`config.mk`:
```
export PLATFORM = sky130hd
export DESIGN_NAME = eac_top
export DESIGN_NICKNAME = d
export VERILOG_FILES = /design/src/core/eac_pkg.sv /design/src/core/eac_err_accum.sv /design/src/core/eac_top.sv
export SDC_FILE = /design/constraint.sdc
export NUM_CORES = 1
export LEC_CHECK = 0
export BUFFER_PORTS_ARGS = -buffer_cell sky130_fd_sc_hd__buf_2
export CAP_MARGIN = 20
export CORE_MARGIN = 8
export CORE_UTILIZATION = 40
export DETAILED_ROUTE_END_ITERATION = 10
export GPL_TIMING_DRIVEN = 0
export HOLD_SLACK_MARGIN = 0.02
export PLACE_DENSITY = 0.57
export SETUP_SLACK_MARGIN = 0.4
export SLEW_MARGIN = 20
export SYNTH_ARGS = -nofsm -noshare
export SYNTH_HDL_FRONTEND = slang
export SYNTH_SLANG_ARGS = --single-unit
export TNS_END_PERCENT = 10
```
`constraint.sdc`:
```
create_clock -name REF_CLK_IN -period 6.6 [get_ports REF_CLK_IN]
set_input_delay 1.32 -clock REF_CLK_IN [delete_from_list [all_inputs] [get_ports REF_CLK_IN]]
set_output_delay 1.32 -clock REF_CLK_IN [all_outputs]
set_load 0.02 [all_outputs]
```
`src/core/eac_pkg.sv`:
```
// Constants shared by the equalizer adaptation control block.
// Assumes an 8-bit register address space reached by a byte-wide access port.
package eac_pkg;

	// ----------------------------------------------------------------
	// Register offsets
	// ----------------------------------------------------------------
	localparam logic [7:0] ADDR_RSVD_3D       = 8'h3D;
	localparam logic [7:0] ADDR_RSVD_3E       = 8'h3E;
	localparam logic [7:0] ADDR_RSVD_3F       = 8'h3F;
	localparam logic [7:0] ADDR_RSVD_40       = 8'h40;
	localparam logic [7:0] ADDR_WINDOW_LIMITS = 8'h41;
	localparam logic [7:0] ADDR_ADAPT_CTL     = 8'h42;
	localparam logic [7:0] ADDR_ERR_THRESH    = 8'h43;
	localparam logic [7:0] ADDR_RO_FIRST      = 8'h44;
	localparam logic [7:0] ADDR_RO_LAST       = 8'h49;
	localparam logic [7:0] ADDR_LINK_CAPS     = 8'h4A;

	// ----------------------------------------------------------------
	// Field positions
	// ----------------------------------------------------------------
	localparam int UPPER_LSB      = 4;
	localparam int LOWER_LSB      = 0;
	localparam int ERR_SEL_LSB    = 4;
	localparam int CTL_SPARE_BIT  = 3;
	localparam int TWO_STEP_BIT   = 2;
	localparam int LOOP_ORDER_BIT = 1;
	localparam int WIN_EN_BIT     = 0;
	localparam int CRC_FLAG_BIT   = 4;
	localparam int ERR_CLK_BIT    = 2;
	localparam int ERR_ENC_BIT    = 1;
	localparam int ERR_PAR_BIT    = 0;

	// ----------------------------------------------------------------
	// Values after reset and setting limits
	// ----------------------------------------------------------------
	localparam logic [7:0] RST_RSVD_3D    = 8'h6F;
	localparam logic [7:0] RST_RSVD_3E    = 8'h00;
	localparam logic [7:0] RST_RSVD_3F    = 8'h40;
	localparam logic [7:0] RST_RSVD_40    = 8'h00;
	localparam logic [3:0] RST_UPPER      = 4'hA;
	localparam logic [3:0] RST_LOWER      = 4'h7;
	localparam logic [2:0] RST_ERR_SEL    = 3'h7;
	localparam logic       RST_CTL_SPARE  = 1'b0;
	localparam logic       RST_TWO_STEP   = 1'b0;
	localparam logic       RST_LOOP_ORDER = 1'b0;
	localparam logic       RST_WIN_EN     = 1'b1;
	localparam logic [7:0] RST_THRESH     = 8'h01;
	localparam logic [7:0] RST_LINK_CAPS  = 8'h00;
	localparam logic [7:0] RO_VALUE       = 8'h00;
	localparam logic [3:0] WINDOW_TOP     = 4'hE;
	localparam logic [3:0] EQ_TOP         = 4'hF;
	localparam logic [3:0] RST_EQ         = 4'h0;

	// ----------------------------------------------------------------
	// Adaptation states
	// ----------------------------------------------------------------
	typedef enum logic [2:0] {
		ST_SETTLE = 3'b001,
		ST_VERIFY = 3'b010,
		ST_TRACK  = 3'b100
	} eac_state_t;

endpackage : eac_pkg

```
`src/core/eac_err_accum.sv`:
```
// Error accumulator for the equalizer adaptation control block.
// Assumes error pulses come from logic on the same clock.
module eac_err_accum
	import eac_pkg::*;
#(
	parameter int CNT_W = 8
) (
	input  wire logic             clk_in,
	input  wire logic             rst_in,
	input  wire logic             clear_in,
	input  wire logic [2:0]       err_in,
	input  wire logic [2:0]       sel_in,
	output logic      [CNT_W-1:0] count_out,
	output logic                  any_out
);

	// ----------------------------------------------------------------
	// Selection and accumulation
	// ----------------------------------------------------------------
	logic [2:0]       hit;
	logic [1:0]       hit_sum;
	logic [CNT_W:0]   count_wide;
	logic [CNT_W-1:0] count_reg;

	// Only selected error kinds count toward the total
	assign hit        = err_in & sel_in;
	assign hit_sum    = {1'b0, hit[ERR_CLK_BIT]} + {1'b0, hit[ERR_ENC_BIT]}
		+ {1'b0, hit[ERR_PAR_BIT]};
	assign any_out    = |hit;
	assign count_wide = {1'b0, count_reg} + {{(CNT_W-1){1'b0}}, hit_sum};

	// Saturates so a noisy link never wraps back under the threshold
	always_ff @(posedge clk_in) begin
		if (rst_in) begin
			count_reg <= '0;
		end else if (clear_in) begin
			count_reg <= '0;
		end else if (count_wide[CNT_W]) begin
			count_reg <= '1;
		end else begin
			count_reg <= count_wide[CNT_W-1:0];
		end
	end

	assign count_out = count_reg;

endmodule : eac_err_accum

```
`src/core/eac_top.sv`:
```
// Receive equalizer adaptation control with its configuration registers.
// Assumes lock, error pulses and port selection come from logic on REF_CLK_IN.
module eac_top
	import eac_pkg::*;
#(
	parameter int NUM_PORTS = 2,
	parameter int RELOCK_W  = 16,
	parameter int CNT_W     = 8
) (
	input  wire logic                 REF_CLK_IN,
	input  wire logic                 RESET_IN,
	input  wire logic [7:0]           REG_ADDR_IN,
	input  wire logic [7:0]           REG_WDATA_IN,
	input  wire logic                 REG_WR_IN,
	input  wire logic                 REG_RD_IN,
	input  wire logic                 PORT_READ_SEL_IN,
	input  wire logic [NUM_PORTS-1:0] PORT_WRITE_EN_IN,
	input  wire logic [RELOCK_W-1:0]  RELOCK_PERIOD_IN,
	input  wire logic                 LOCK_IN,
	input  wire logic                 CLK_ERR_IN,
	input  wire logic                 ENC_ERR_IN,
	input  wire logic                 PAR_ERR_IN,
	output logic      [7:0]           REG_RDATA_OUT,
	output logic      [3:0]           EQ_SETTING_OUT,
	output logic      [3:0]           SAMPLE_WINDOW_OUT,
	output logic                      ADAPT_LOCKED_OUT,
	output logic      [NUM_PORTS-1:0] CRC_FLAG_EN_OUT
);

	// ----------------------------------------------------------------
	// Configuration registers
	// ----------------------------------------------------------------
	logic [7:0] rsvd_3d_reg, rsvd_3e_reg, rsvd_3f_reg, rsvd_40_reg;
	logic [3:0] upper_reg, lower_reg;
	logic [2:0] err_sel_reg;
	logic       ctl_spare_reg, two_step_reg, loop_order_reg, win_en_reg;
	logic [7:0] thresh_reg;
	logic [7:0] link_caps_reg [NUM_PORTS];
	logic [7:0] rdata_reg, rd_mux;

	// Shared registers; read-only and unmapped writes are dropped
	always_ff @(posedge REF_CLK_IN) begin
		if (RESET_IN) begin
			rsvd_3d_reg    <= RST_RSVD_3D;
			rsvd_3e_reg    <= RST_RSVD_3E;
			rsvd_3f_reg    <= RST_RSVD_3F;
			rsvd_40_reg    <= RST_RSVD_40;
			upper_reg      <= RST_UPPER;
			lower_reg      <= RST_LOWER;
			err_sel_reg    <= RST_ERR_SEL;
			ctl_spare_reg  <= RST_CTL_SPARE;
			two_step_reg   <= RST_TWO_STEP;
			loop_order_reg <= RST_LOOP_ORDER;
			win_en_reg     <= RST_WIN_EN;
			thresh_reg     <= RST_THRESH;
		end else if (REG_WR_IN) begin
			unique case (REG_ADDR_IN)
				ADDR_RSVD_3D: rsvd_3d_reg <= REG_WDATA_IN;
				ADDR_RSVD_3E: rsvd_3e_reg <= REG_WDATA_IN;
				ADDR_RSVD_3F: rsvd_3f_reg <= REG_WDATA_IN;
				ADDR_RSVD_40: rsvd_40_reg <= REG_WDATA_IN;
				ADDR_WINDOW_LIMITS: begin
					upper_reg <= REG_WDATA_IN[UPPER_LSB +: 4];
					lower_reg <= REG_WDATA_IN[LOWER_LSB +: 4];
				end
				ADDR_ADAPT_CTL: begin
					err_sel_reg    <= REG_WDATA_IN[ERR_SEL_LSB +: 3];
					ctl_spare_reg  <= REG_WDATA_IN[CTL_SPARE_BIT];
					two_step_reg   <= REG_WDATA_IN[TWO_STEP_BIT];
					loop_order_reg <= REG_WDATA_IN[LOOP_ORDER_BIT];
					win_en_reg     <= REG_WDATA_IN[WIN_EN_BIT];
				end
				ADDR_ERR_THRESH: thresh_reg <= REG_WDATA_IN;
				default: ;
			endcase
		end
	end

	// Per-port copies; a write may reach several ports at once
	for (genvar p = 0; p < NUM_PORTS; p++) begin : g_port
		always_ff @(posedge REF_CLK_IN) begin
			if (RESET_IN) begin
				link_caps_reg[p] <= RST_LINK_CAPS;
			end else if (REG_WR_IN && REG_ADDR_IN == ADDR_LINK_CAPS && PORT_WRITE_EN_IN[p]) begin
				link_caps_reg[p] <= REG_WDATA_IN;
			end
		end
		assign CRC_FLAG_EN_OUT[p] = link_caps_reg[p][CRC_FLAG_BIT];
	end

	// Read selection; spare control bit 7 reads as zero
	always_comb begin
		rd_mux = 8'h00;
		if (REG_ADDR_IN >= ADDR_RO_FIRST && REG_ADDR_IN <= ADDR_RO_LAST) begin
			rd_mux = RO_VALUE;
		end else begin
			unique case (REG_ADDR_IN)
				ADDR_RSVD_3D:       rd_mux = rsvd_3d_reg;
				ADDR_RSVD_3E:       rd_mux = rsvd_3e_reg;
				ADDR_RSVD_3F:       rd_mux = rsvd_3f_reg;
				ADDR_RSVD_40:       rd_mux = rsvd_40_reg;
				ADDR_WINDOW_LIMITS: rd_mux = {upper_reg, lower_reg};
				ADDR_ADAPT_CTL:     rd_mux = {1'b0, err_sel_reg, ctl_spare_reg,
					two_step_reg, loop_order_reg, win_en_reg};
				ADDR_ERR_THRESH:    rd_mux = thresh_reg;
				ADDR_LINK_CAPS:     rd_mux = link_caps_reg[PORT_READ_SEL_IN];
				default:            rd_mux = 8'h00;
			endcase
		end
	end

	// Read data held until the next read
	always_ff @(posedge REF_CLK_IN) begin
		if (RESET_IN) begin
			rdata_reg <= 8'h00;
		end else if (REG_RD_IN) begin
			rdata_reg <= rd_mux;
		end
	end
	assign REG_RDATA_OUT = rdata_reg;

	// ----------------------------------------------------------------
	// Window timing and error counting
	// ----------------------------------------------------------------
	eac_state_t        state_reg;
	logic [RELOCK_W-1:0] timer_reg, target, full_period, half_period;
	logic              window_end, restart, check_en, err_any, over_thresh;
	logic [CNT_W-1:0]  err_count;

	// A zero period still lasts one cycle so the machine never stalls
	assign full_period = (RELOCK_PERIOD_IN == '0) ? RELOCK_W'(1) : RELOCK_PERIOD_IN;
	assign half_period = (RELOCK_PERIOD_IN < RELOCK_W'(2)) ? RELOCK_W'(1)
		: (RELOCK_PERIOD_IN >> 1);
	assign target      = (state_reg == ST_SETTLE && !two_step_reg) ? full_period
		: half_period;
	assign window_end  = (timer_reg == target - RELOCK_W'(1));
	assign check_en    = |err_sel_reg;
	assign over_thresh = check_en && (err_count > thresh_reg);

	// Timer restarts whenever a window or setting starts over
	always_ff @(posedge REF_CLK_IN) begin
		if (RESET_IN || restart) begin
			timer_reg <= '0;
		end else begin
			timer_reg <= timer_reg + RELOCK_W'(1);
		end
	end

	eac_err_accum #(
		.CNT_W(CNT_W)
	) eac_err_accum_i (
		.clk_in   (REF_CLK_IN),
		.rst_in   (RESET_IN),
		.clear_in (restart),
		.err_in   ({CLK_ERR_IN, ENC_ERR_IN, PAR_ERR_IN}),
		.sel_in   (err_sel_reg),
		.count_out(err_count),
		.any_out  (err_any)
	);

	// ----------------------------------------------------------------
	// Setting search
	// ----------------------------------------------------------------
	logic [3:0] eq_reg, sw_reg, eq_next, sw_next, win_hi, sw_step;
	logic       eq_wrap, sw_wrap, advance, raise;

	// Window upper bound never exceeds the legal top code
	assign win_hi  = (upper_reg > WINDOW_TOP) ? WINDOW_TOP : upper_reg;
	assign eq_wrap = (eq_reg == EQ_TOP);
	assign sw_wrap = (sw_reg >= win_hi);

	function automatic logic [3:0] clamp_win(input logic [3:0] v, input logic [3:0] lo,
		input logic [3:0] hi);
		clamp_win = (v < lo) ? lo : ((v > hi) ? hi : v);
	endfunction : clamp_win

	// Next setting of the nested search
	always_comb begin
		sw_step = sw_wrap ? lower_reg : sw_reg + 4'h1;
		eq_next = eq_wrap ? RST_EQ : eq_reg + 4'h1;
		sw_next = sw_reg;
		if (win_en_reg) begin
			if (!loop_order_reg) begin
				sw_next = eq_wrap ? sw_step : sw_reg;
			end else begin
				sw_next = sw_step;
				eq_next = sw_wrap ? eq_next : eq_reg;
			end
		end
	end

	// Settings; limits are reapplied every cycle in case software moves them
	always_ff @(posedge REF_CLK_IN) begin
		if (RESET_IN) begin
			eq_reg <= RST_EQ;
			sw_reg <= RST_LOWER;
		end else if (advance) begin
			eq_reg <= eq_next;
			sw_reg <= clamp_win(sw_next, lower_reg, win_hi);
		end else begin
			if (raise && !eq_wrap) begin
				eq_reg <= eq_reg + 4'h1;
			end
			sw_reg <= clamp_win(sw_reg, lower_reg, win_hi);
		end
	end

	// ----------------------------------------------------------------
	// Adaptation state machine
	// ----------------------------------------------------------------
	eac_state_t state_next;
	always_comb begin
		state_next = state_reg;
		advance    = 1'b0;
		raise      = 1'b0;
		restart    = 1'b0;
		unique case (state_reg)
			ST_SETTLE: begin
				if (window_end) begin
					restart = 1'b1;
					if (two_step_reg) begin
						state_next = ST_VERIFY;
					end else if (LOCK_IN) begin
						state_next = ST_TRACK;
					end else begin
						advance = 1'b1;
					end
				end
			end
			ST_VERIFY: begin
				// Errors end the check early rather than wasting the window
				if (err_any || (window_end && !LOCK_IN)) begin
					advance    = 1'b1;
					restart    = 1'b1;
					state_next = ST_SETTLE;
				end else if (window_end) begin
					restart    = 1'b1;
					state_next = ST_TRACK;
				end
			end
			ST_TRACK: begin
				if (!LOCK_IN) begin
					advance    = 1'b1;
					restart    = 1'b1;
					state_next = ST_SETTLE;
				end else if (window_end) begin
					restart = 1'b1;
					if (over_thresh) begin
						raise      = 1'b1;
						state_next = ST_SETTLE;
					end
				end
			end
		endcase
	end

	always_ff @(posedge REF_CLK_IN) begin
		if (RESET_IN) begin
			state_reg <= ST_SETTLE;
		end else begin
			state_reg <= state_next;
		end
	end

	assign EQ_SETTING_OUT    = eq_reg;
	assign SAMPLE_WINDOW_OUT = sw_reg;
	assign ADAPT_LOCKED_OUT  = (state_reg == ST_TRACK);
endmodule : eac_top
```
-- Word level (Yosys, flattened, before mapping)
Memory sizes are Yosys's and may differ from the RTL's.
Index checks and enable logic that the tools add are counted.
- mux-type cells: 54
- magnitude comparators: 10
- equal/unequal tests: 19
- add/sub/neg operators: 7
- reductions and logical operators: 28
- bitwise logic cells: 3
- operator list (operator ; number):
    $mux 4 ; 16
    $pmux 8 s8 ; 1
    $eq 8x7->1 const B ; 5
    $mux 16 ; 2
    $mux 8 ; 4
    $eq 8x6->1 const B ; 3
    $mux 3 ; 8
    $mux 1 ; 19
    $add 16x1->16 const B ; 1
    $eq 16x16->1 ; 1
    $logic_not 16->1 ; 1
    $lt 16x2->1 const B ; 1
    $reduce_and 2->1 ; 8
    $sub 16x1->16 const B ; 1
    $mux 15 ; 1
    $add 8x2->9 ; 1
    $pmux 3 s3 ; 1
    $add 4x1->4 const B ; 2
    $ge 8x7->1 const B ; 1
    $gt 4x4->1 ; 2
    $gt 8x8->1 ; 1
    $le 8x7->1 const B ; 1
    $logic_and 1x1->1 ; 8
    $lt 4x4->1 ; 2
    22 further kinds ; 30
- logic and storage cells: 140
- memories: 1
- output and inout port bits: 19
- register bits: 98
- input bits: 43
- memory bits (writable): 16
- memory list (memory ; depth ; width ; read ports ; clocked after memory_dff ; write ports ; RTL line ; RTL):
    link_caps_reg ; 2 ; 8 ; 3 ; 0 ; 2 ; eac_top.sv:38 ; logic [7:0] link_caps_reg [NUM_PORTS];

-- Longest topological paths before layout
- depth in word-level cells: 11
- gate-level depth with buffers: 21

-- Cells and area by module
Synthesis repeated with hierarchy kept, for this count alone.
- cells, all modules: 899
- area, all modules: 7080.5 um^2
- by module, submodules not included (module ; area an instance (um^2) ; times used ; sequential area each (um^2) ; cells an instance):
    eac_top ; 6627.6 ; 1 ; 2282.2 ; 847
    eac_err_accum ; 452.9 ; 1 ; 160.2 ; 52

-- Worst setup path before layout
OpenSTA, ideal clock, no wires.
- kind: in2reg
- start point: in RELOCK_PERIOD_IN[7]
- end point: reg sw_reg[0] (netlist: SAMPLE_WINDOW_OUT[0])
- setup time: 124 ps
- path buffers: 3
- arrival time: 4952 ps
- cell stages on the path: 15
- path slack: 1524 ps
- required time: 6476 ps
- path through: buf_2 > or4_1 > or3_1 > buf_2 > o311a_4 > ha_1 > xor2_1 > xnor2_1 > or4_1 > nor4b_2 > and4_1 > buf_4 > a21o_4 > mux2i_1 > a2111o_1
- word-level cells in the longest chain between the ends: 10
- elaborated cells between the ends (all ways): 14
- those cells by class: 1 x add/sub; 1 x order compare; 1 x eq/ne; 7 x mux; 4 x reduce/logical
- ends and longest elaborated chain (element ; RTL line ; RTL):
    start: declaration ; eac_top.sv:18 ; input wire logic [RELOCK_W-1:0] RELOCK_PERIOD_IN,
    $lt 16x2->1 or $logic_not 16->1 (tied branches) ; eac_top.sv:132, eac_top.sv:131 ;
    $mux 15 or $mux 16 (tied branches) ; eac_top.sv:132, eac_top.sv:131 ;
    $mux 16 (*) ; eac_top.sv:134 ; assign target = (state_reg == ST_SETTLE && !two_step_reg) ? full_period
    $sub 16x1->16 (*) ; eac_top.sv:136 ; assign window_end = (timer_reg == target - RELOCK_W'(1));
    $eq 16x16->1 (*) ; eac_top.sv:136 ;
    $logic_and 1x1->1 ; eac_top.sv:232 ; if (err_any || (window_end && !LOCK_IN)) begin
    $logic_or 1x1->1 ; eac_top.sv:232 ;
    $mux 1 ; eac_top.sv:232 ;
    $pmux 1 s3 (*) ; eac_top.sv:217 ; unique case (state_reg)
    $reduce_bool 3->1 (no line) or $mux 4 (tied branches) ; - ;
    end signal: assignment ; eac_top.sv:199 ; sw_reg <= clamp_win(sw_next, lower_reg, win_hi);
    end signal: assignment ; eac_top.sv:204 ; sw_reg <= clamp_win(sw_reg, lower_reg, win_hi);
    end: declaration ; eac_top.sv:164 ; logic [3:0] eq_reg, sw_reg, eq_next, sw_next, win_hi, sw_step;
Mark *: on every way between the ends. The rest lies on a longest branch, timed or not.
A chain may end at the register's enable or synchronous reset.

-- Worst setup path after layout
- start point: reg two_step_reg
- end point: reg timer_reg[9]
- word-level cells in the longest chain between the ends: 10
- elaborated cells between the ends (all ways): 12
- those cells by class: 1 x add/sub; 1 x eq/ne; 5 x mux; 5 x reduce/logical
- ends and longest elaborated chain (element ; RTL line ; RTL):
    start: declaration ; eac_top.sv:36 ; logic ctl_spare_reg, two_step_reg, loop_order_reg, win_en_reg;
    start signal: assignment ; eac_top.sv:69 ; two_step_reg <= REG_WDATA_IN[TWO_STEP_BIT];
    $logic_not 1->1 (*) ; eac_top.sv:134 ;
    $logic_and 1x1->1 (*) ; eac_top.sv:134 ;
    $mux 16 (*) ; eac_top.sv:134 ;
    $sub 16x1->16 (*) ; eac_top.sv:136 ;
    $eq 16x16->1 (*) ; eac_top.sv:136 ;
    $logic_and 1x1->1 ; eac_top.sv:232 ;
    $logic_or 1x1->1 ; eac_top.sv:232 ;
    $mux 1 ; eac_top.sv:232 ;
    $pmux 1 s3 (*) ; eac_top.sv:217 ;
    $logic_or 1x1->1 (*) ; eac_top.sv:142 ; if (RESET_IN || restart) begin
    end signal: assignment ; eac_top.sv:145 ; timer_reg <= timer_reg + RELOCK_W'(1);
    end: declaration ; eac_top.sv:126 ; logic [RELOCK_W-1:0] timer_reg, target, full_period, half_period;
Marked as above.

==> results.cfg <==
[timing]
min_period_over_period_pct = 87.7
final_max_slew_viol_count = 0
worstMarginPinSlew_ns = 1.04
period_needed_ns = 5.79
hold_ws_ns = 0.454
hold_viol_final = 0
relSlewSlack_pct = 29.9
max_freq_ghz = 0.173
final.setup.tns_ns = 0
skew_ns = 0.0101
grt_setup_unrepaired = no
fin_ws_ns = 0.813
final-setup-viol-count = 0

[global_routing]
antenna_found_initial = 0
grt_start_max_net_pins = 17
grt_pass1_vias = 6215
grt_pass1_wl_mm = 33.3
grt.total_usage_pct = 18.8
grt_overflow = 0

[drt]
vias = 6644
vias_per_cell = 5.62
wl_per_cell_um = 17.6
final_antenna_net_count = 0
drc = 0
drt_iter0_drc = 525
drt_wl_total_mm = 20.7
first_pass_iters = 5

[clock_tree]
path_clk_slew_ns = 0.06
cts_setup_buffers = 0
root_buffer = clkbuf_16
cts_tree = done
ctsResizeCount = 0
cts-buffers-inserted = 17
clock-sinks = 114
htree_num_levels = 4
holdBufCountCts = 0
clk_latency_ns = 0.42
clock_path_buffers = 2

[synthesis]
synth_warnings = 0
synth_cell_types = 72
avgSynthCellArea_sq_um = 8.03
syn_inst = 879
ys.flop_type = dfxtp_1
synth_fp_nets = 953
ys_seq_elements = 114
ys_seq_area_share_pct = 34.6
syn-cell-area_sq_mm = 0.00705
ys_async_sr_fraction_pct = 0
synth_edf_count = 16

[pwr]
p_leak_nw = 3.18
seq_power_share_pct = 35.3
power_frac_comb_pct = 21.6
p_sw_mw = 0.633
pwr-share-clk_pct = 43.2
ir_worst_vdd_mv = 0.205
intPower_mw = 1.52
powerDensity_mw_per_mm2 = 263
swShare_pct = 29.4

[critical_path]
cp.arrival_ns = 6.09
path_max_fanout = 10
cp-end-kind = register
cp.required_ns = 6.90
crit_family = simple AND/OR/NAND/NOR gates
cp_slowest_cell = nor4b_1
cp-start-kind = register
path_depth = 18
critical_path_class = reg2reg
slowest_delay_ns = 0.82
path_cells = clkbuf_1, nor4b_2, clkbuf_1, nor2_1, a21oi_1, ha_1, nor4b_1, o211a_1, nand4b_1, a2111o_1, nand4_1, nor4b_2, and4_1, buf_4, or3_1, clkbuf_1, buf_2, nor2_1
crit_path_frequent_cell = clkbuf_1
r2r_cells = 18
cp.buffers_inverters = 5

[cells_and_area]
final_design_area_no_fill_sq_mm = 0.00819
drive_gt1_share_pct = 11.9
antenna_cells = 0
final_nets = 1020
area_growth_pct = 16.1

[die]
core_sq_mm = 0.0173
initial_core_util_pct = 40.8
rows = 48
io_pins = 62
die-area_sq_mm = 0.0221
die_h_um = 149
die_w_um = 149

[place]
port_buffers = 47
dp_hpwl_mm = 15.2
place_area_sq_mm = 0.00759
post-place-ws_ns = 0.547
gp_congestion = 0.902

[flow_run]
drv_cap = 0

[outcome]
outcome = finished clean

[min_path]
whs_path_depth = 2
hold_class = reg2reg
logic make-up (layout without fill, tap and decap cells):
group	Yosys count	in the layout	synth area share, %
AO/OA/AOI/OAI	210	210	20.0
XOR/XNOR	37	37	4.59
adder cells (fa/ha/maj)	31	31	5.71
buffers and inverters	91	169	5.30
flip-flops	114	114	34.6
multiplexers	26	26	3.87
AND/OR/NAND/NOR	370	370	25.9
per-layer routing:
metal	vias up	GRT usage (%)	routed length (um)
met5	-	0	0
met4	0	6.16	249
met3	23	4.40	1300
met2	207	28.6	9310
met1	3115	25.8	9890
li1	3299	-	-
cell usage after synthesis (5+ instances only):
master | instances | area share [%]
nand2_1 | 114 | 6.1
a221oi_1 | 8 | 0.99
nand4_1 | 7 | 0.62
or3_1 | 5 | 0.44
nor3_1 | 13 | 0.92
and3_1 | 14 | 1.2
a211oi_1 | 6 | 0.64
a21oi_1 | 75 | 5.3
a22oi_1 | 26 | 2.8
o211ai_1 | 7 | 0.74
o21ai_0 | 23 | 1.6
nand3_1 | 81 | 5.7
xnor2_1 | 19 | 2.4
ha_1 | 29 | 5.1
o21a_1 | 6 | 0.64
edfxtp_1 | 16 | 6.8
nand3b_1 | 5 | 0.53
buf_2 | 7 | 0.50
mux2_2 | 9 | 1.4
a31oi_1 | 7 | 0.62
a22o_1 | 9 | 1.1
nor2_1 | 61 | 3.2
clkbuf_1 | 39 | 2.1
nand2b_1 | 6 | 0.53
mux2i_1 | 16 | 2.3
and2_1 | 24 | 2.1
nor2b_1 | 13 | 1.2
inv_1 | 34 | 1.8
dfxtp_1 | 98 | 28
xor2_1 | 18 | 2.2
through the flow:
step / utilization, % / instances / total power, mW
floorplan: - / 879 / 1.11
global placement: 43.8 / 1151 / 1.23
detailed placement: 43.9 / 1152 / 1.23
CTS: 47.3 / 1182 / 2.16
global route: 47.4 / 1182 / 2.26
finish: 47.4 / 1182 / 2.16
path summary, 6_finish.rpt:
path              slack, ns           start              to
setup reg to reg       0.81    two_step_reg    timer_reg[9]
hold / removal         0.45  rsvd_3e_reg[2]  rsvd_3e_reg[2]
hold reg to reg        0.45  rsvd_3e_reg[2]  rsvd_3e_reg[2]
setup / recovery       0.81    two_step_reg    timer_reg[9]
layout by cell type, fill, tap and decap left out, types with 14 or more instances in the layout:
cell / Yosys / final
clkbuf_16: 0 / 17
and3_1: 14 / 14
a21oi_1: 75 / 75
edfxtp_1: 16 / 16
nand2_1: 114 / 114
and2_1: 24 / 24
nand3_1: 81 / 81
a22oi_1: 26 / 26
mux2i_1: 16 / 16
dfxtp_1: 98 / 98
ha_1: 29 / 29
inv_1: 34 / 34
xnor2_1: 19 / 19
buf_2: 7 / 55
o21ai_0: 23 / 23
xor2_1: 18 / 18
nor2_1: 61 / 61
clkbuf_1: 39 / 40
area by class of cell:
cell class	instances	area, sq um
buffer	55	239
fill	1735	9100
timing repair buffer	48	240
sequential	114	2440
inverter	36	135
clock inverter	10	136
clock buffer	20	457
multi-input combinational	674	4260
tap	225	282
power by group through the flow:
stage | clock network, mW | logic, mW | registers, mW
finish | 0.931 | 0.465 | 0.760
floorplan | 0 | 0.336 | 0.773
CTS | 0.942 | 0.463 | 0.760
global placement | 0 | 0.457 | 0.774
global route | 0.977 | 0.522 | 0.763
detailed placement | 0 | 0.460 | 0.774
tightest hold or removal path: stages, from the launching register on:
cell	delay, ns
dfxtp_1	0.31
nand2_1	0.05
a21oi_1	0.05
Power figures use the tool's default switching activity.
